--- src/hdl/indwd_pkg.sv ---
// Shared constants, types and helpers for the independent watchdog
package indwd_pkg;

	localparam int          CNT_W        = 12;
	localparam int          PSC_W        = 3;
	localparam int          DIV_W        = 8;
	localparam int          UPD_W        = 3;
	localparam int          NUM_UPD      = 3;

	localparam logic [7:0]  OFS_KEY      = 8'h00;
	localparam logic [7:0]  OFS_PRESCALE = 8'h04;
	localparam logic [7:0]  OFS_RELOAD   = 8'h08;
	localparam logic [7:0]  OFS_STATUS   = 8'h0c;
	localparam logic [7:0]  OFS_WINDOW   = 8'h10;

	localparam logic [15:0] KEY_REFRESH  = 16'haaaa;
	localparam logic [15:0] KEY_UNLOCK   = 16'h5555;
	localparam logic [15:0] KEY_START    = 16'hcccc;

	localparam logic [CNT_W-1:0] CNT_INIT      = 12'hfff;
	localparam logic [CNT_W-1:0] RELOAD_RST    = 12'hfff;
	localparam logic [CNT_W-1:0] WINDOW_RST    = 12'hfff;
	localparam logic [CNT_W-1:0] WINDOW_OFF    = 12'hfff;
	localparam logic [PSC_W-1:0] PRESC_RST     = 3'h0;
	localparam logic [UPD_W-1:0] UPD_TICKS     = 3'h3;

	localparam int          UPD_PRESC    = 0;
	localparam int          UPD_RELOAD   = 1;
	localparam int          UPD_WINDOW   = 2;

	localparam logic [1:0]  RESP_OKAY    = 2'b00;
	localparam logic [1:0]  RESP_SLVERR  = 2'b10;

	typedef struct packed {
		logic [PSC_W-1:0] presc;
		logic [CNT_W-1:0] reload;
		logic [CNT_W-1:0] window;
	} indwd_cfg_s;

	// Terminal count of the prescaler for a divider select
	function automatic logic [DIV_W-1:0] presc_limit(input logic [PSC_W-1:0] sel);
		logic [DIV_W-1:0] lim;
		lim = 8'hff;
		case (sel)
			3'h0: lim = 8'h03;
			3'h1: lim = 8'h07;
			3'h2: lim = 8'h0f;
			3'h3: lim = 8'h1f;
			3'h4: lim = 8'h3f;
			default: lim = 8'hff;
		endcase
		return lim;
	endfunction : presc_limit

	// Byte-lane merge of a write into a stored word
	function automatic logic [31:0] lane_merge(input logic [31:0] old, input logic [31:0] data,
		input logic [3:0] strb);
		logic [31:0] res;
		res = old;
		for (int b = 0; b < 4; b++)
		begin
			if (strb[b])
			begin
				res[8*b +: 8] = data[8*b +: 8];
			end
		end
		return res;
	endfunction : lane_merge

endpackage : indwd_pkg

--- src/hdl/indwd_regs.sv ---
// Independent watchdog top: AXI4-Lite register slave around the counting core
// Notes on behaviour
// - Half-word and word accesses work on every register, except that a key write counts only with both low byte lanes set.
// - Key field is write-only and always reads zero.
// - Running counter reaching zero without refresh raises system reset.
// - Unlock key opens prescaler, reload and window for writes.
// - Start key starts the counter.
// - Prescaler select divides by 4,8,16,32,64, or 256 for the rest.
// - Prescaler changes only while its update flag is clear.
// - Prescaler read returns the active copy.
// - Refresh key loads the reload value into the counter.
// - Reload changes only while its update flag is clear.
// - Reload read returns the active copy.
// - Update flags set on write, clear when the update lands.
// - Refresh outside the window, or at zero, causes reset unless the window is 0xfff.
// - Window changes only while its update flag is clear.
// - Status kept in standby; key, reload, window reset by standby.
// - Counter starts from 0xfff after start.
// - Once started the watchdog cannot be stopped.
// - Any key other than unlock relocks the protected registers.
// - A window update reloads the counter.
//
// Local design decision: register access over AXI4-Lite.
`timescale 1ns/1ps
module indwd_regs #(
	parameter int ADDR_W = 8
) (
	input  wire logic                        clk_i,
	input  wire logic                        resetn_i,
	input  wire logic                        standby_i,
	input  wire logic                        low_speed_oscillator_clock_i,
	input  wire logic [ADDR_W-1:0]           s_axi_awaddr_i,
	input  wire logic                        s_axi_awvalid_i,
	output logic                             s_axi_awready_o,
	input  wire logic [31:0]                 s_axi_wdata_i,
	input  wire logic [3:0]                  s_axi_wstrb_i,
	input  wire logic                        s_axi_wvalid_i,
	output logic                             s_axi_wready_o,
	output logic [1:0]                       s_axi_bresp_o,
	output logic                             s_axi_bvalid_o,
	input  wire logic                        s_axi_bready_i,
	input  wire logic [ADDR_W-1:0]           s_axi_araddr_i,
	input  wire logic                        s_axi_arvalid_i,
	output logic                             s_axi_arready_o,
	output logic [31:0]                      s_axi_rdata_o,
	output logic [1:0]                       s_axi_rresp_o,
	output logic                             s_axi_rvalid_o,
	input  wire logic                        s_axi_rready_i,
	output logic                             sys_reset_o,
	output logic                             running_o,
	output logic [indwd_pkg::CNT_W-1:0]      count_o
);
	import indwd_pkg::*;

	generate
		if (ADDR_W < 5)
		begin : g_bad_addr
			$error("ADDR_W must be at least 5");
		end
	endgenerate

	logic [ADDR_W-1:0]   awaddr_q;
	logic                aw_hold_q;
	logic [31:0]         wdata_q;
	logic [3:0]          wstrb_q;
	logic                w_hold_q;
	logic                wr_fire;
	logic [7:0]          wr_ofs;
	logic [7:0]          rd_ofs;
	logic                wr_mapped;
	logic                rd_mapped;
	logic                key_wr;
	logic [15:0]         key_val;
	logic                unlock_q;
	logic [NUM_UPD-1:0]  cfg_wr;
	indwd_cfg_s          cfg_wdata;
	indwd_cfg_s          active;
	logic [NUM_UPD-1:0]  pending;
	logic                core_running;
	logic [CNT_W-1:0]    core_count;
	logic                core_reset;
	logic [31:0]         rd_word;
	logic [31:0]         mrg_presc;
	logic [31:0]         mrg_reload;
	logic [31:0]         mrg_window;

	function automatic logic ofs_mapped(input logic [7:0] ofs);
		return (ofs == OFS_KEY) || (ofs == OFS_PRESCALE) || (ofs == OFS_RELOAD) ||
			(ofs == OFS_STATUS) || (ofs == OFS_WINDOW);
	endfunction : ofs_mapped

	assign wr_ofs    = 8'(awaddr_q);
	assign rd_ofs    = 8'(s_axi_araddr_i);
	assign wr_mapped = ofs_mapped(wr_ofs) && (awaddr_q[ADDR_W-1:0] == ADDR_W'(wr_ofs));
	assign rd_mapped = ofs_mapped(rd_ofs) && (s_axi_araddr_i == ADDR_W'(rd_ofs));
	assign wr_fire   = aw_hold_q && w_hold_q && !s_axi_bvalid_o;

	// Write address channel
	always_ff @(posedge clk_i)
	begin
		if (!resetn_i)
		begin
			aw_hold_q       <= 1'b0;
			awaddr_q        <= '0;
			s_axi_awready_o <= 1'b1;
		end
		else if (s_axi_awvalid_i && s_axi_awready_o)
		begin
			aw_hold_q       <= 1'b1;
			awaddr_q        <= s_axi_awaddr_i;
			s_axi_awready_o <= 1'b0;
		end
		else if (s_axi_bvalid_o && s_axi_bready_i)
		begin
			aw_hold_q       <= 1'b0;
			s_axi_awready_o <= 1'b1;
		end
	end

	// Write data channel
	always_ff @(posedge clk_i)
	begin
		if (!resetn_i)
		begin
			w_hold_q       <= 1'b0;
			wdata_q        <= '0;
			wstrb_q        <= '0;
			s_axi_wready_o <= 1'b1;
		end
		else if (s_axi_wvalid_i && s_axi_wready_o)
		begin
			w_hold_q       <= 1'b1;
			wdata_q        <= s_axi_wdata_i;
			wstrb_q        <= s_axi_wstrb_i;
			s_axi_wready_o <= 1'b0;
		end
		else if (s_axi_bvalid_o && s_axi_bready_i)
		begin
			w_hold_q       <= 1'b0;
			s_axi_wready_o <= 1'b1;
		end
	end

	// Write response
	always_ff @(posedge clk_i)
	begin
		if (!resetn_i)
		begin
			s_axi_bvalid_o <= 1'b0;
			s_axi_bresp_o  <= RESP_OKAY;
		end
		else if (wr_fire)
		begin
			s_axi_bvalid_o <= 1'b1;
			s_axi_bresp_o  <= wr_mapped ? RESP_OKAY : RESP_SLVERR;
		end
		else if (s_axi_bready_i)
		begin
			s_axi_bvalid_o <= 1'b0;
		end
	end

	// key needs both low lanes, a half-word or word
	assign key_wr  = wr_fire && wr_mapped && (wr_ofs == OFS_KEY) && (wstrb_q[1:0] == 2'b11);
	assign key_val = wdata_q[15:0];

	always_ff @(posedge clk_i)
	begin
		if (!resetn_i)
			unlock_q <= 1'b0;
		else if (standby_i)
			unlock_q <= 1'b0;
		else if (key_wr)
			unlock_q <= (key_val == KEY_UNLOCK);
	end

	assign mrg_presc  = lane_merge({29'h0, active.presc}, wdata_q, wstrb_q);
	assign mrg_reload = lane_merge({20'h0, active.reload}, wdata_q, wstrb_q);
	assign mrg_window = lane_merge({20'h0, active.window}, wdata_q, wstrb_q);

	always_comb
	begin
		cfg_wdata.presc  = mrg_presc[PSC_W-1:0];
		cfg_wdata.reload = mrg_reload[CNT_W-1:0];
		cfg_wdata.window = mrg_window[CNT_W-1:0];
	end

	// writes dropped while locked or pending
	always_comb
	begin
		cfg_wr = '0;
		if (wr_fire && wr_mapped && unlock_q && (wstrb_q != 4'h0))
		begin
			if (wr_ofs == OFS_PRESCALE)
				cfg_wr[UPD_PRESC] = !pending[UPD_PRESC];
			else if (wr_ofs == OFS_RELOAD)
				cfg_wr[UPD_RELOAD] = !pending[UPD_RELOAD];
			else if (wr_ofs == OFS_WINDOW)
				cfg_wr[UPD_WINDOW] = !pending[UPD_WINDOW];
		end
	end

	indwd_core u_core (
		.clk_i                        (clk_i),
		.resetn_i                     (resetn_i),
		.standby_i                    (standby_i),
		.low_speed_oscillator_clock_i (low_speed_oscillator_clock_i),
		.start_i                      (key_wr && (key_val == KEY_START)),
		.refresh_i                    (key_wr && (key_val == KEY_REFRESH)),
		.cfg_wr_i                     (cfg_wr),
		.cfg_i                        (cfg_wdata),
		.active_o                     (active),
		.pending_o                    (pending),
		.running_o                    (core_running),
		.count_o                      (core_count),
		.sys_reset_o                  (core_reset)
	);

	// Read data selection
	always_comb
	begin
		rd_word = 32'h0;
		if (rd_ofs == OFS_KEY)
			rd_word = 32'h0;
		else if (rd_ofs == OFS_PRESCALE)
			rd_word = {29'h0, active.presc};
		else if (rd_ofs == OFS_RELOAD)
			rd_word = {20'h0, active.reload};
		else if (rd_ofs == OFS_STATUS)
			rd_word = {29'h0, pending};
		else if (rd_ofs == OFS_WINDOW)
			rd_word = {20'h0, active.window};
	end

	// Read channel
	always_ff @(posedge clk_i)
	begin
		if (!resetn_i)
		begin
			s_axi_arready_o <= 1'b1;
			s_axi_rvalid_o  <= 1'b0;
			s_axi_rdata_o   <= '0;
			s_axi_rresp_o   <= RESP_OKAY;
		end
		else if (s_axi_arvalid_i && s_axi_arready_o)
		begin
			s_axi_arready_o <= 1'b0;
			s_axi_rvalid_o  <= 1'b1;
			s_axi_rdata_o   <= rd_mapped ? rd_word : 32'h0;
			s_axi_rresp_o   <= rd_mapped ? RESP_OKAY : RESP_SLVERR;
		end
		else if (s_axi_rvalid_o && s_axi_rready_i)
		begin
			s_axi_arready_o <= 1'b1;
			s_axi_rvalid_o  <= 1'b0;
		end
	end

	// Status outputs from flip-flops
	always_ff @(posedge clk_i)
	begin
		if (!resetn_i)
		begin
			sys_reset_o <= 1'b0;
			running_o   <= 1'b0;
			count_o     <= CNT_INIT;
		end
		else
		begin
			sys_reset_o <= core_reset;
			running_o   <= core_running;
			count_o     <= core_count;
		end
	end

endmodule : indwd_regs

--- src/hdl/indwd_core.sv ---
// Counting side of the independent watchdog: prescaler, down-counter, update pipes
`timescale 1ns/1ps
module indwd_core (
	input  wire logic                          clk_i,
	input  wire logic                          resetn_i,
	input  wire logic                          standby_i,
	input  wire logic                          low_speed_oscillator_clock_i,
	input  wire logic                          start_i,
	input  wire logic                          refresh_i,
	input  wire logic [indwd_pkg::NUM_UPD-1:0] cfg_wr_i,
	input  indwd_pkg::indwd_cfg_s              cfg_i,
	output indwd_pkg::indwd_cfg_s              active_o,
	output logic      [indwd_pkg::NUM_UPD-1:0] pending_o,
	output logic                               running_o,
	output logic      [indwd_pkg::CNT_W-1:0]   count_o,
	output logic                               sys_reset_o
);
	import indwd_pkg::*;

	logic                 osc_q;
	logic                 osc_tick;
	indwd_cfg_s           stage_q;
	logic [NUM_UPD-1:0]   pend_q;
	logic [UPD_W-1:0]     upd_cnt_q [NUM_UPD];
	logic [NUM_UPD-1:0]   upd_done;
	logic [DIV_W-1:0]     div_q;
	logic                 dec_tick;
	logic                 win_reload;
	logic                 refresh_bad;

	// low-speed clock sampled, one tick per rising edge
	always_ff @(posedge clk_i)
	begin
		if (!resetn_i)
			osc_q <= 1'b0;
		else
			osc_q <= low_speed_oscillator_clock_i;
	end
	assign osc_tick = low_speed_oscillator_clock_i & ~osc_q;

	always_ff @(posedge clk_i)
	begin
		if (!resetn_i)
			running_o <= 1'b0;
		else if (start_i)
			running_o <= 1'b1;
	end

	// pending flags, cleared after update ticks
	always_ff @(posedge clk_i)
	begin
		if (!resetn_i)
		begin
			pend_q <= '0;
			for (int i = 0; i < NUM_UPD; i++)
				upd_cnt_q[i] <= '0;
		end
		else
		begin
			for (int i = 0; i < NUM_UPD; i++)
			begin
				if (cfg_wr_i[i] && !pend_q[i])
				begin
					pend_q[i]    <= 1'b1;
					upd_cnt_q[i] <= '0;
				end
				else if (pend_q[i] && osc_tick)
				begin
					if (upd_done[i])
						pend_q[i] <= 1'b0;
					upd_cnt_q[i] <= upd_cnt_q[i] + 3'h1;
				end
			end
		end
	end

	always_comb
	begin
		for (int i = 0; i < NUM_UPD; i++)
			upd_done[i] = pend_q[i] && osc_tick && (upd_cnt_q[i] == UPD_TICKS - 3'h1);
	end
	assign pending_o = pend_q;

	// staging taken only while not pending
	always_ff @(posedge clk_i)
	begin
		if (!resetn_i)
			stage_q <= '{presc: PRESC_RST, reload: RELOAD_RST, window: WINDOW_RST};
		else
		begin
			if (cfg_wr_i[UPD_PRESC] && !pend_q[UPD_PRESC])
				stage_q.presc <= cfg_i.presc;
			if (cfg_wr_i[UPD_RELOAD] && !pend_q[UPD_RELOAD])
				stage_q.reload <= cfg_i.reload;
			if (cfg_wr_i[UPD_WINDOW] && !pend_q[UPD_WINDOW])
				stage_q.window <= cfg_i.window;
		end
	end

	// standby returns reload and window to defaults
	always_ff @(posedge clk_i)
	begin
		if (!resetn_i)
			active_o <= '{presc: PRESC_RST, reload: RELOAD_RST, window: WINDOW_RST};
		else
		begin
			if (upd_done[UPD_PRESC])
				active_o.presc <= stage_q.presc;
			if (standby_i)
				active_o.reload <= RELOAD_RST;
			else if (upd_done[UPD_RELOAD])
				active_o.reload <= stage_q.reload;
			if (standby_i)
				active_o.window <= WINDOW_RST;
			else if (upd_done[UPD_WINDOW])
				active_o.window <= stage_q.window;
		end
	end

	always_ff @(posedge clk_i)
	begin
		if (!resetn_i)
			div_q <= '0;
		else if (running_o && osc_tick)
		begin
			if (div_q >= presc_limit(active_o.presc))
				div_q <= '0;
			else
				div_q <= div_q + 8'h01;
		end
	end
	assign dec_tick = running_o && osc_tick && (div_q >= presc_limit(active_o.presc));

	assign win_reload = upd_done[UPD_WINDOW];
	assign refresh_bad = (active_o.window != WINDOW_OFF) &&
		((count_o >= active_o.window) || (count_o == '0));

	// refresh reloads, start value, count down
	always_ff @(posedge clk_i)
	begin
		if (!resetn_i)
			count_o <= CNT_INIT;
		else if ((refresh_i || win_reload) && running_o)
			count_o <= win_reload ? stage_q.reload : active_o.reload;
		else if (dec_tick && count_o != '0)
			count_o <= count_o - 12'h001;
	end

	// expiry or bad refresh resets system
	always_ff @(posedge clk_i)
	begin
		if (!resetn_i)
			sys_reset_o <= 1'b0;
		else if (running_o && ((dec_tick && count_o == '0) || (refresh_i && refresh_bad)))
			sys_reset_o <= 1'b1;
	end

endmodule : indwd_core

--- config.mk ---
export PLATFORM = sky130hd
export DESIGN_NAME = indwd_regs
export DESIGN_NICKNAME = d
export VERILOG_FILES = /design/src/hdl/indwd_pkg.sv /design/src/hdl/indwd_regs.sv /design/src/hdl/indwd_core.sv
export SDC_FILE = /design/constraint.sdc
export NUM_CORES = 1
export LEC_CHECK = 0
export CORE_MARGIN = 3
export CORE_UTILIZATION = 69
export DETAILED_ROUTE_END_ITERATION = 6
export DONT_BUFFER_PORTS = 1
export HOLD_SLACK_MARGIN = 0.1
export PLACE_DENSITY = 0.95
export SLEW_MARGIN = 20
export SYNTH_ARGS = -nofsm -noshare
export SYNTH_HDL_FRONTEND = slang
export SYNTH_HIERARCHICAL = 1
export SYNTH_SLANG_ARGS = --single-unit
--- constraint.sdc ---
create_clock -name clk_i -period 6.35 [get_ports clk_i]
set_clock_uncertainty 0.15 [all_clocks]
set_input_delay 0.635 -clock clk_i [delete_from_list [all_inputs] [get_ports clk_i]]
set_output_delay 0.635 -clock clk_i [all_outputs]
set_load 0.005 [all_outputs]
# Yosys cells after proc, flatten, opt, wreduce, memory -nomap -nowiden
# Memory sizes are Yosys's and may differ from the RTL's.
# Index checks and enable logic that the tools add are counted.
[word_totals]
register_bits = 166
ramBits = 9
input_bits = 61
n_memories = 1
[memory_table]
columns = ["memory", "depth", "word_bits", "rd", "rd_ports_with_merged_regs", "wr", "line_no", "text"]
rows = [
  ["u_core.upd_cnt_q", 3, 3, 3, 0, 3, "indwd_core.sv:24", "logic [UPD_W-1:0] upd_cnt_q [NUM_UPD];"],
]
[op_classes]
bitwise_logic = 9
n_mux = 75
n_lt_le_gt_ge = 3
eq_ne = 20
add_sub_neg = 5
n_reduce_logical = 67
[ops]
columns = ["cell", "count"]
rows = [
  ["$mux 12", 8],
  ["$mux 1", 47],
  ["$mux 8", 5],
  ["$pmux 8 s5", 1],
  ["$eq 16x16->1 const B", 2],
  ["$eq 8x4->1 const B", 4],
  ["$mux 32", 1],
  ["$logic_and 1x1->1", 31],
  ["$mux 3", 8],
  ["$reduce_bool 2->1", 11],
  ["$eq 16x15->1 const B", 1],
  ["$eq 8x3->1 const B", 2],
  ["$eq 8x5->1 const B", 2],
  ["$ge 8x8->1", 2],
  ["$logic_not 8->1", 2],
  ["$eq 3x2->1 const B", 5],
  ["$ge 12x12->1", 1],
  ["$logic_not 12->1", 1],
  ["$ne 12x12->1 const B", 1],
  ["$reduce_bool 12->1", 1],
  ["$sub 12x1->12 const B", 1],
  ["$logic_or 1x1->1", 11],
  ["$add 3x1->3 const B", 3],
  ["$add 8x1->8 const B", 1],
  ["13 further kinds", 27],
]

# Longest topological paths before layout
[depth]
ltp_word = 15
mapped_depth = 11
depth_no_buf = 8

# Modules after synthesis
# Netlist, hierarchy kept.
[by_module_without_submodules]
columns = ["module", "cells_per_inst", "n_inst", "seq_area_each_um2", "area_per_inst_um2"]
rows = [
  ["indwd_core", 522, 1, 1871.8, 4410.5],
  ["indwd_regs", 390, 1, 1281.2, 3098.0],
]

# Worst setup path after synthesis
# Ideal clock, no wire load.
[synth_path]
path_type = "reg2reg"
start = "register wstrb_q[0]"
end = "register u_core/count_o[2] (netlist name)"
required_ps = 6075
slack_ps = 3997
t_arrival_ps = 2078
period_less_slack_ps = 2353
path_buffers = 2
path_stages_with_launch = 11
setup_ps = 125
path_cell_list = "dfxtp_1 -> clkbuf_1 -> nor4b_1 -> nand4_1 -> nor3_1 -> and2_1 -> a21oi_1 -> buf_2 -> or2_2 -> o21ai_0 -> a211oi_1"
[synth_via]
elab_chain_cells = 6
word_cells_on_any_way = 7
cone_classes = "1 x eq/ne; 1 x mux; 5 x reduce/logical"
[synth_rtl]
columns = ["element", "line_no", "text"]
rows = [
  ["from (decl)", "indwd_regs.sv:65", "logic [3:0] wstrb_q;"],
  ["from (signal assigned)", "indwd_regs.sv:134", "wstrb_q <= s_axi_wstrb_i;"],
  ["$eq 2x2->1 *", "indwd_regs.sv:164", "assign key_wr = wr_fire && wr_mapped && (wr_ofs == OFS_KEY) && (wstrb_q[1:0] == 2'b11);"],
  ["$logic_and 1x1->1 *", "indwd_regs.sv:164", ""],
  ["$logic_and 1x1->1 *", "indwd_regs.sv:209", ".refresh_i (key_wr && (key_val == KEY_REFRESH)),"],
  ["$logic_or 1x1->1 *", "indwd_core.sv:143", "else if ((refresh_i || win_reload) && running_o)"],
  ["$logic_and 1x1->1 *", "indwd_core.sv:143", ""],
  ["$mux 12 or $reduce_bool 2->1 (tied branches)", "--", ""],
  ["to (signal assigned)", "indwd_core.sv:144", "count_o <= win_reload ? stage_q.reload : active_o.reload;"],
  ["to (signal assigned)", "indwd_core.sv:146", "count_o <= count_o - 12'h001;"],
  ["to (decl)", "indwd_core.sv:15", "output logic [indwd_pkg::CNT_W-1:0] count_o,"],
]
# Every way passes the cells marked *; elsewhere a longest branch is shown, timed or not.
# A chain may end at the register's enable or synchronous reset.

# Worst setup path in the final report
[layout_path]
start = "register wstrb_q[0]"
end = "register u_core/count_o[5] (netlist name)"
# The elaborated chain is that of the path after synthesis.

==> reports/metrics.cfg <==
[die]
io_pins = 116
die_w_um = 110.3
std_cell_rows = 37
start_util_pct = 71.77
coreArea_sq_um = 10460
dieArea_sq_um = 12170
fp.dieH_um = 110.3

[clocking]
cts_made_buffers = 17
cts_tree = yes
root_buffer = clkbuf_8
ctsHoldBuffers = 32
clk-insertion-delay-late_ps = 550
cts.repair.resized = 0
post_cts_buffers = 0
cts.path.max_buffers = 2
cts.sinks = 153
htree_levels = 4
cts.clk_slew.worst_paths_ps = 70

[synthesis]
synthFlopType = dfxtp_1
synth_edf_count = 9
synthCells = 912
yosysWarnings = 6
ys_types = 75
synth_area_sq_um = 7508
synth-seq-cells = 153
synthArstFlopShare_pct = 0
ys_seq_area_share_pct = 41.99
avgSynthCellArea_sq_um = 8.233

[sta]
fin_ws_ps = 2731
max_slew_margin_pct = 27.22
maxClockFrequency_mhz = 276.3
rsz0062_at_grt = false
report.final.hold_viol_count = 0
fin_setup_tns_ps = 0
setup_violations = 0
fin_crit_sh_pct = 56.99
min_period_ps = 3619
slew_viol_final = 0
tightestPinTransition_ps = 1089

[route]
drtIter0Drc = 703
final_antenna_net_count = 0
wl_per_cell_um = 18.65
wirelength_um = 19960
drc = 0
vias = 6726
drt-vias-per-instance = 6.286
first_pass_iters = 5

[global_routing]
grt_pass1_wl_um = 31620
grt.overflow.total = 0
grt_max_degree = 78
antenna_found_initial = 0
grt_pass1_vias = 6500
grt_util_all_layers_pct = 34.03

[cells_and_area]
nFillCells = 643
area_delta_synth_final_pct = 11.16
stdcell_count = 1070
drive_gt1_share_pct = 6.317
fin_nets = 1008
n_antenna_cell = 0

[power]
cellPowerDensity_nw_per_um2 = 257.0
internal-power_w = 0.001592
ir_drop_uv = 208.3
total_power_w = 0.002145
p_leak_nw = 3.593
switching_share_pct = 25.77
pwr-share-seq_pct = 48.2
p_clk_share_pct = 45.9
pwr-share-comb_pct = 5.9
p_sw_w = 0.0005529

[place]
gp_congestion = 0.9373
place_hpwl_um = 12130
port_buffers = 0
pre_cts_ws_ps = 2891
dp.cells = 1006

[hold_path]
hold_class = in -> reg

[worst_setup_path]
cp-start-kind = flip-flop
path_class = reg -> reg
worstPathRequired_ps = 6640
critPathMaxFanout = 30
cp-end-kind = flip-flop
arrival_ps = 3910

[outcome]
status = finished, final reports clean

[job]
drv_cap = 0

[path summary, 6_finish.rpt]
kind                       startpoint                              to  slack (ps)  depth (start not counted)
min reg2reg  awaddr_q[7]$_SDFFE_PN0P_        awaddr_q[7]$_SDFFE_PN0P_         320                          2
max           wstrb_q[0]$_SDFFE_PN0P_  u_core/count_o[5]$_SDFFE_PN1P_        2730                          8
min                 s_axi_araddr_i[4]   s_axi_rresp_o[1]$_SDFFE_PN0P_         120                          2
max reg2reg   wstrb_q[0]$_SDFFE_PN0P_  u_core/count_o[5]$_SDFFE_PN1P_        2730                          8
[synth_stat cells, types with 5 or more instances]
library cell	n	area, sq um
edfxtp_1	9	270.3
clkbuf_1	27	101.4
o211ai_1	15	112.6
nor2b_1	10	62.56
nor3b_1	6	45.04
o21ai_1	13	65.06
nand2b_1	16	100.1
mux2i_1	14	140.1
dfxtp_1	144	2883
nand4_1	15	93.84
nand2_1	205	769.5
a21boi_0	28	210.2
xor2_1	5	43.79
and2_1	7	43.79
inv_1	50	187.7
buf_4	25	187.7
nor2_1	47	176.4
o21ai_0	41	205.2
buf_2	7	35.03
a21oi_1	23	115.1
nor4_1	6	37.54
nor4bb_1	9	90.09
nor3_1	6	30.03
ha_1	26	325.3
a22oi_1	9	67.56
nand3_1	56	280.3
[registers in the layout, summed over array words and instances, names as in the netlist, 3 cells and up]
| register | flops |
|---|---|
| count_o | 12 |
| u_core/count_o | 12 |
| u_core/pending_o | 3 |
| u_core/upd_cnt_q | 9 |
| s_axi_rdata_o | 12 |
| awaddr_q | 8 |
| u_core/active_o | 27 |
| u_core/div_q | 8 |
| wdata_q | 16 |
| u_core/stage_q | 27 |
| wstrb_q | 4 |
[layout by cell type (no fill, tap or decap), drive strengths merged, types with 5 or more instances in the layout]
cell | Yosys | layout
nand3 | 57 | 57
ha | 26 | 26
dlygate4sd3 | 0 | 31
nor2 | 47 | 47
edfxtp | 9 | 9
nand2b | 16 | 16
nor2b | 10 | 10
nand2 | 207 | 207
nor3 | 9 | 9
a21boi | 28 | 28
dfxtp | 144 | 144
xor2 | 5 | 5
nand4 | 16 | 16
nor4 | 8 | 8
a22oi | 9 | 9
o211ai | 15 | 15
clkbuf | 27 | 18
conb | 1 | 22
and2 | 9 | 9
a21oi | 24 | 24
mux2i | 14 | 14
o21ai | 55 | 55
nor4bb | 9 | 9
nor3b | 7 | 7
inv | 50 | 59
[cell type report]
cell class | count | area (sq um) | area share (%)
Clock buffer | 18 | 417.9 | 5.007
Clock inverter | 14 | 155.1 | 1.859
Inverter | 51 | 191.4 | 2.294
Multi-Input combinational cell | 665 | 3914 | 46.89
Sequential cell | 153 | 3153 | 37.78
Tap cell | 136 | 170.2 | 2.039
Timing Repair Buffer | 33 | 345.3 | 4.137
[per-stage QoR]
stage          instance area [sq um]  hold WS [ps]  util, %
4_1_cts                         8337         110.2    79.68
3_3_place_gp                    7426         296.7    70.98
3_5_place_dp                    7426         303.6    70.98
2_1_floorplan                   7587         284.9        -
6_report                        8347         124.1    79.78
5_1_grt                         8347         121.5    79.78
[cell families (layout without fill, tap and decap cells)]
| group | after synthesis | after routing | synth area share (%) |
|---|---|---|---|
| flip-flops | 153 | 153 | 41.99 |
| multiplexers | 17 | 17 | 2.316 |
| other | 1 | 22 | 0.04994 |
| XOR/XNOR | 9 | 9 | 1.050 |
| AO/OA/AOI/OAI | 171 | 171 | 15.28 |
| AND/OR/NAND/NOR | 420 | 420 | 27.76 |
| buffers and inverters | 115 | 116 | 7.215 |
| adder cells (fa/ha/maj) | 26 | 26 | 4.333 |
[worst max-delay path, cell delays in order (launching register included)]
cell and delay, ps:
dfxtp_1 970, nor4b_1 350, nand4_1 260, nor3_1 390, and2_1 270, a21oi_4 150, nor2_1 610, a32oi_1 120
and3_1 220
[power by group through the flow]
stage	clock (W)	combinational, W	sequential [W]
after detailed placement	0	0.0000959	0.00105
after floorplan	0	0.000103	0.00104
final	0.000985	0.000127	0.00103
after global routing	0.00103	0.000141	0.00104
after global placement	0	0.0000923	0.00105
after CTS	0.000991	0.000122	0.00103
[per-layer routing]
layer | global-route usage, % | vias to the layer above | share of wire [%] | wire length (um)
met4 | 19.79 | 0 | 4.4 | 888
met3 | 8.387 | 76 | 8.2 | 1627
met5 | 0 | - | 0 | 0
met2 | 57.54 | 365 | 49 | 9776
li1 | - | 3137 | - | -
met1 | 39.05 | 3148 | 38 | 7668
Note: power is estimated with default switching activity, not from simulation.
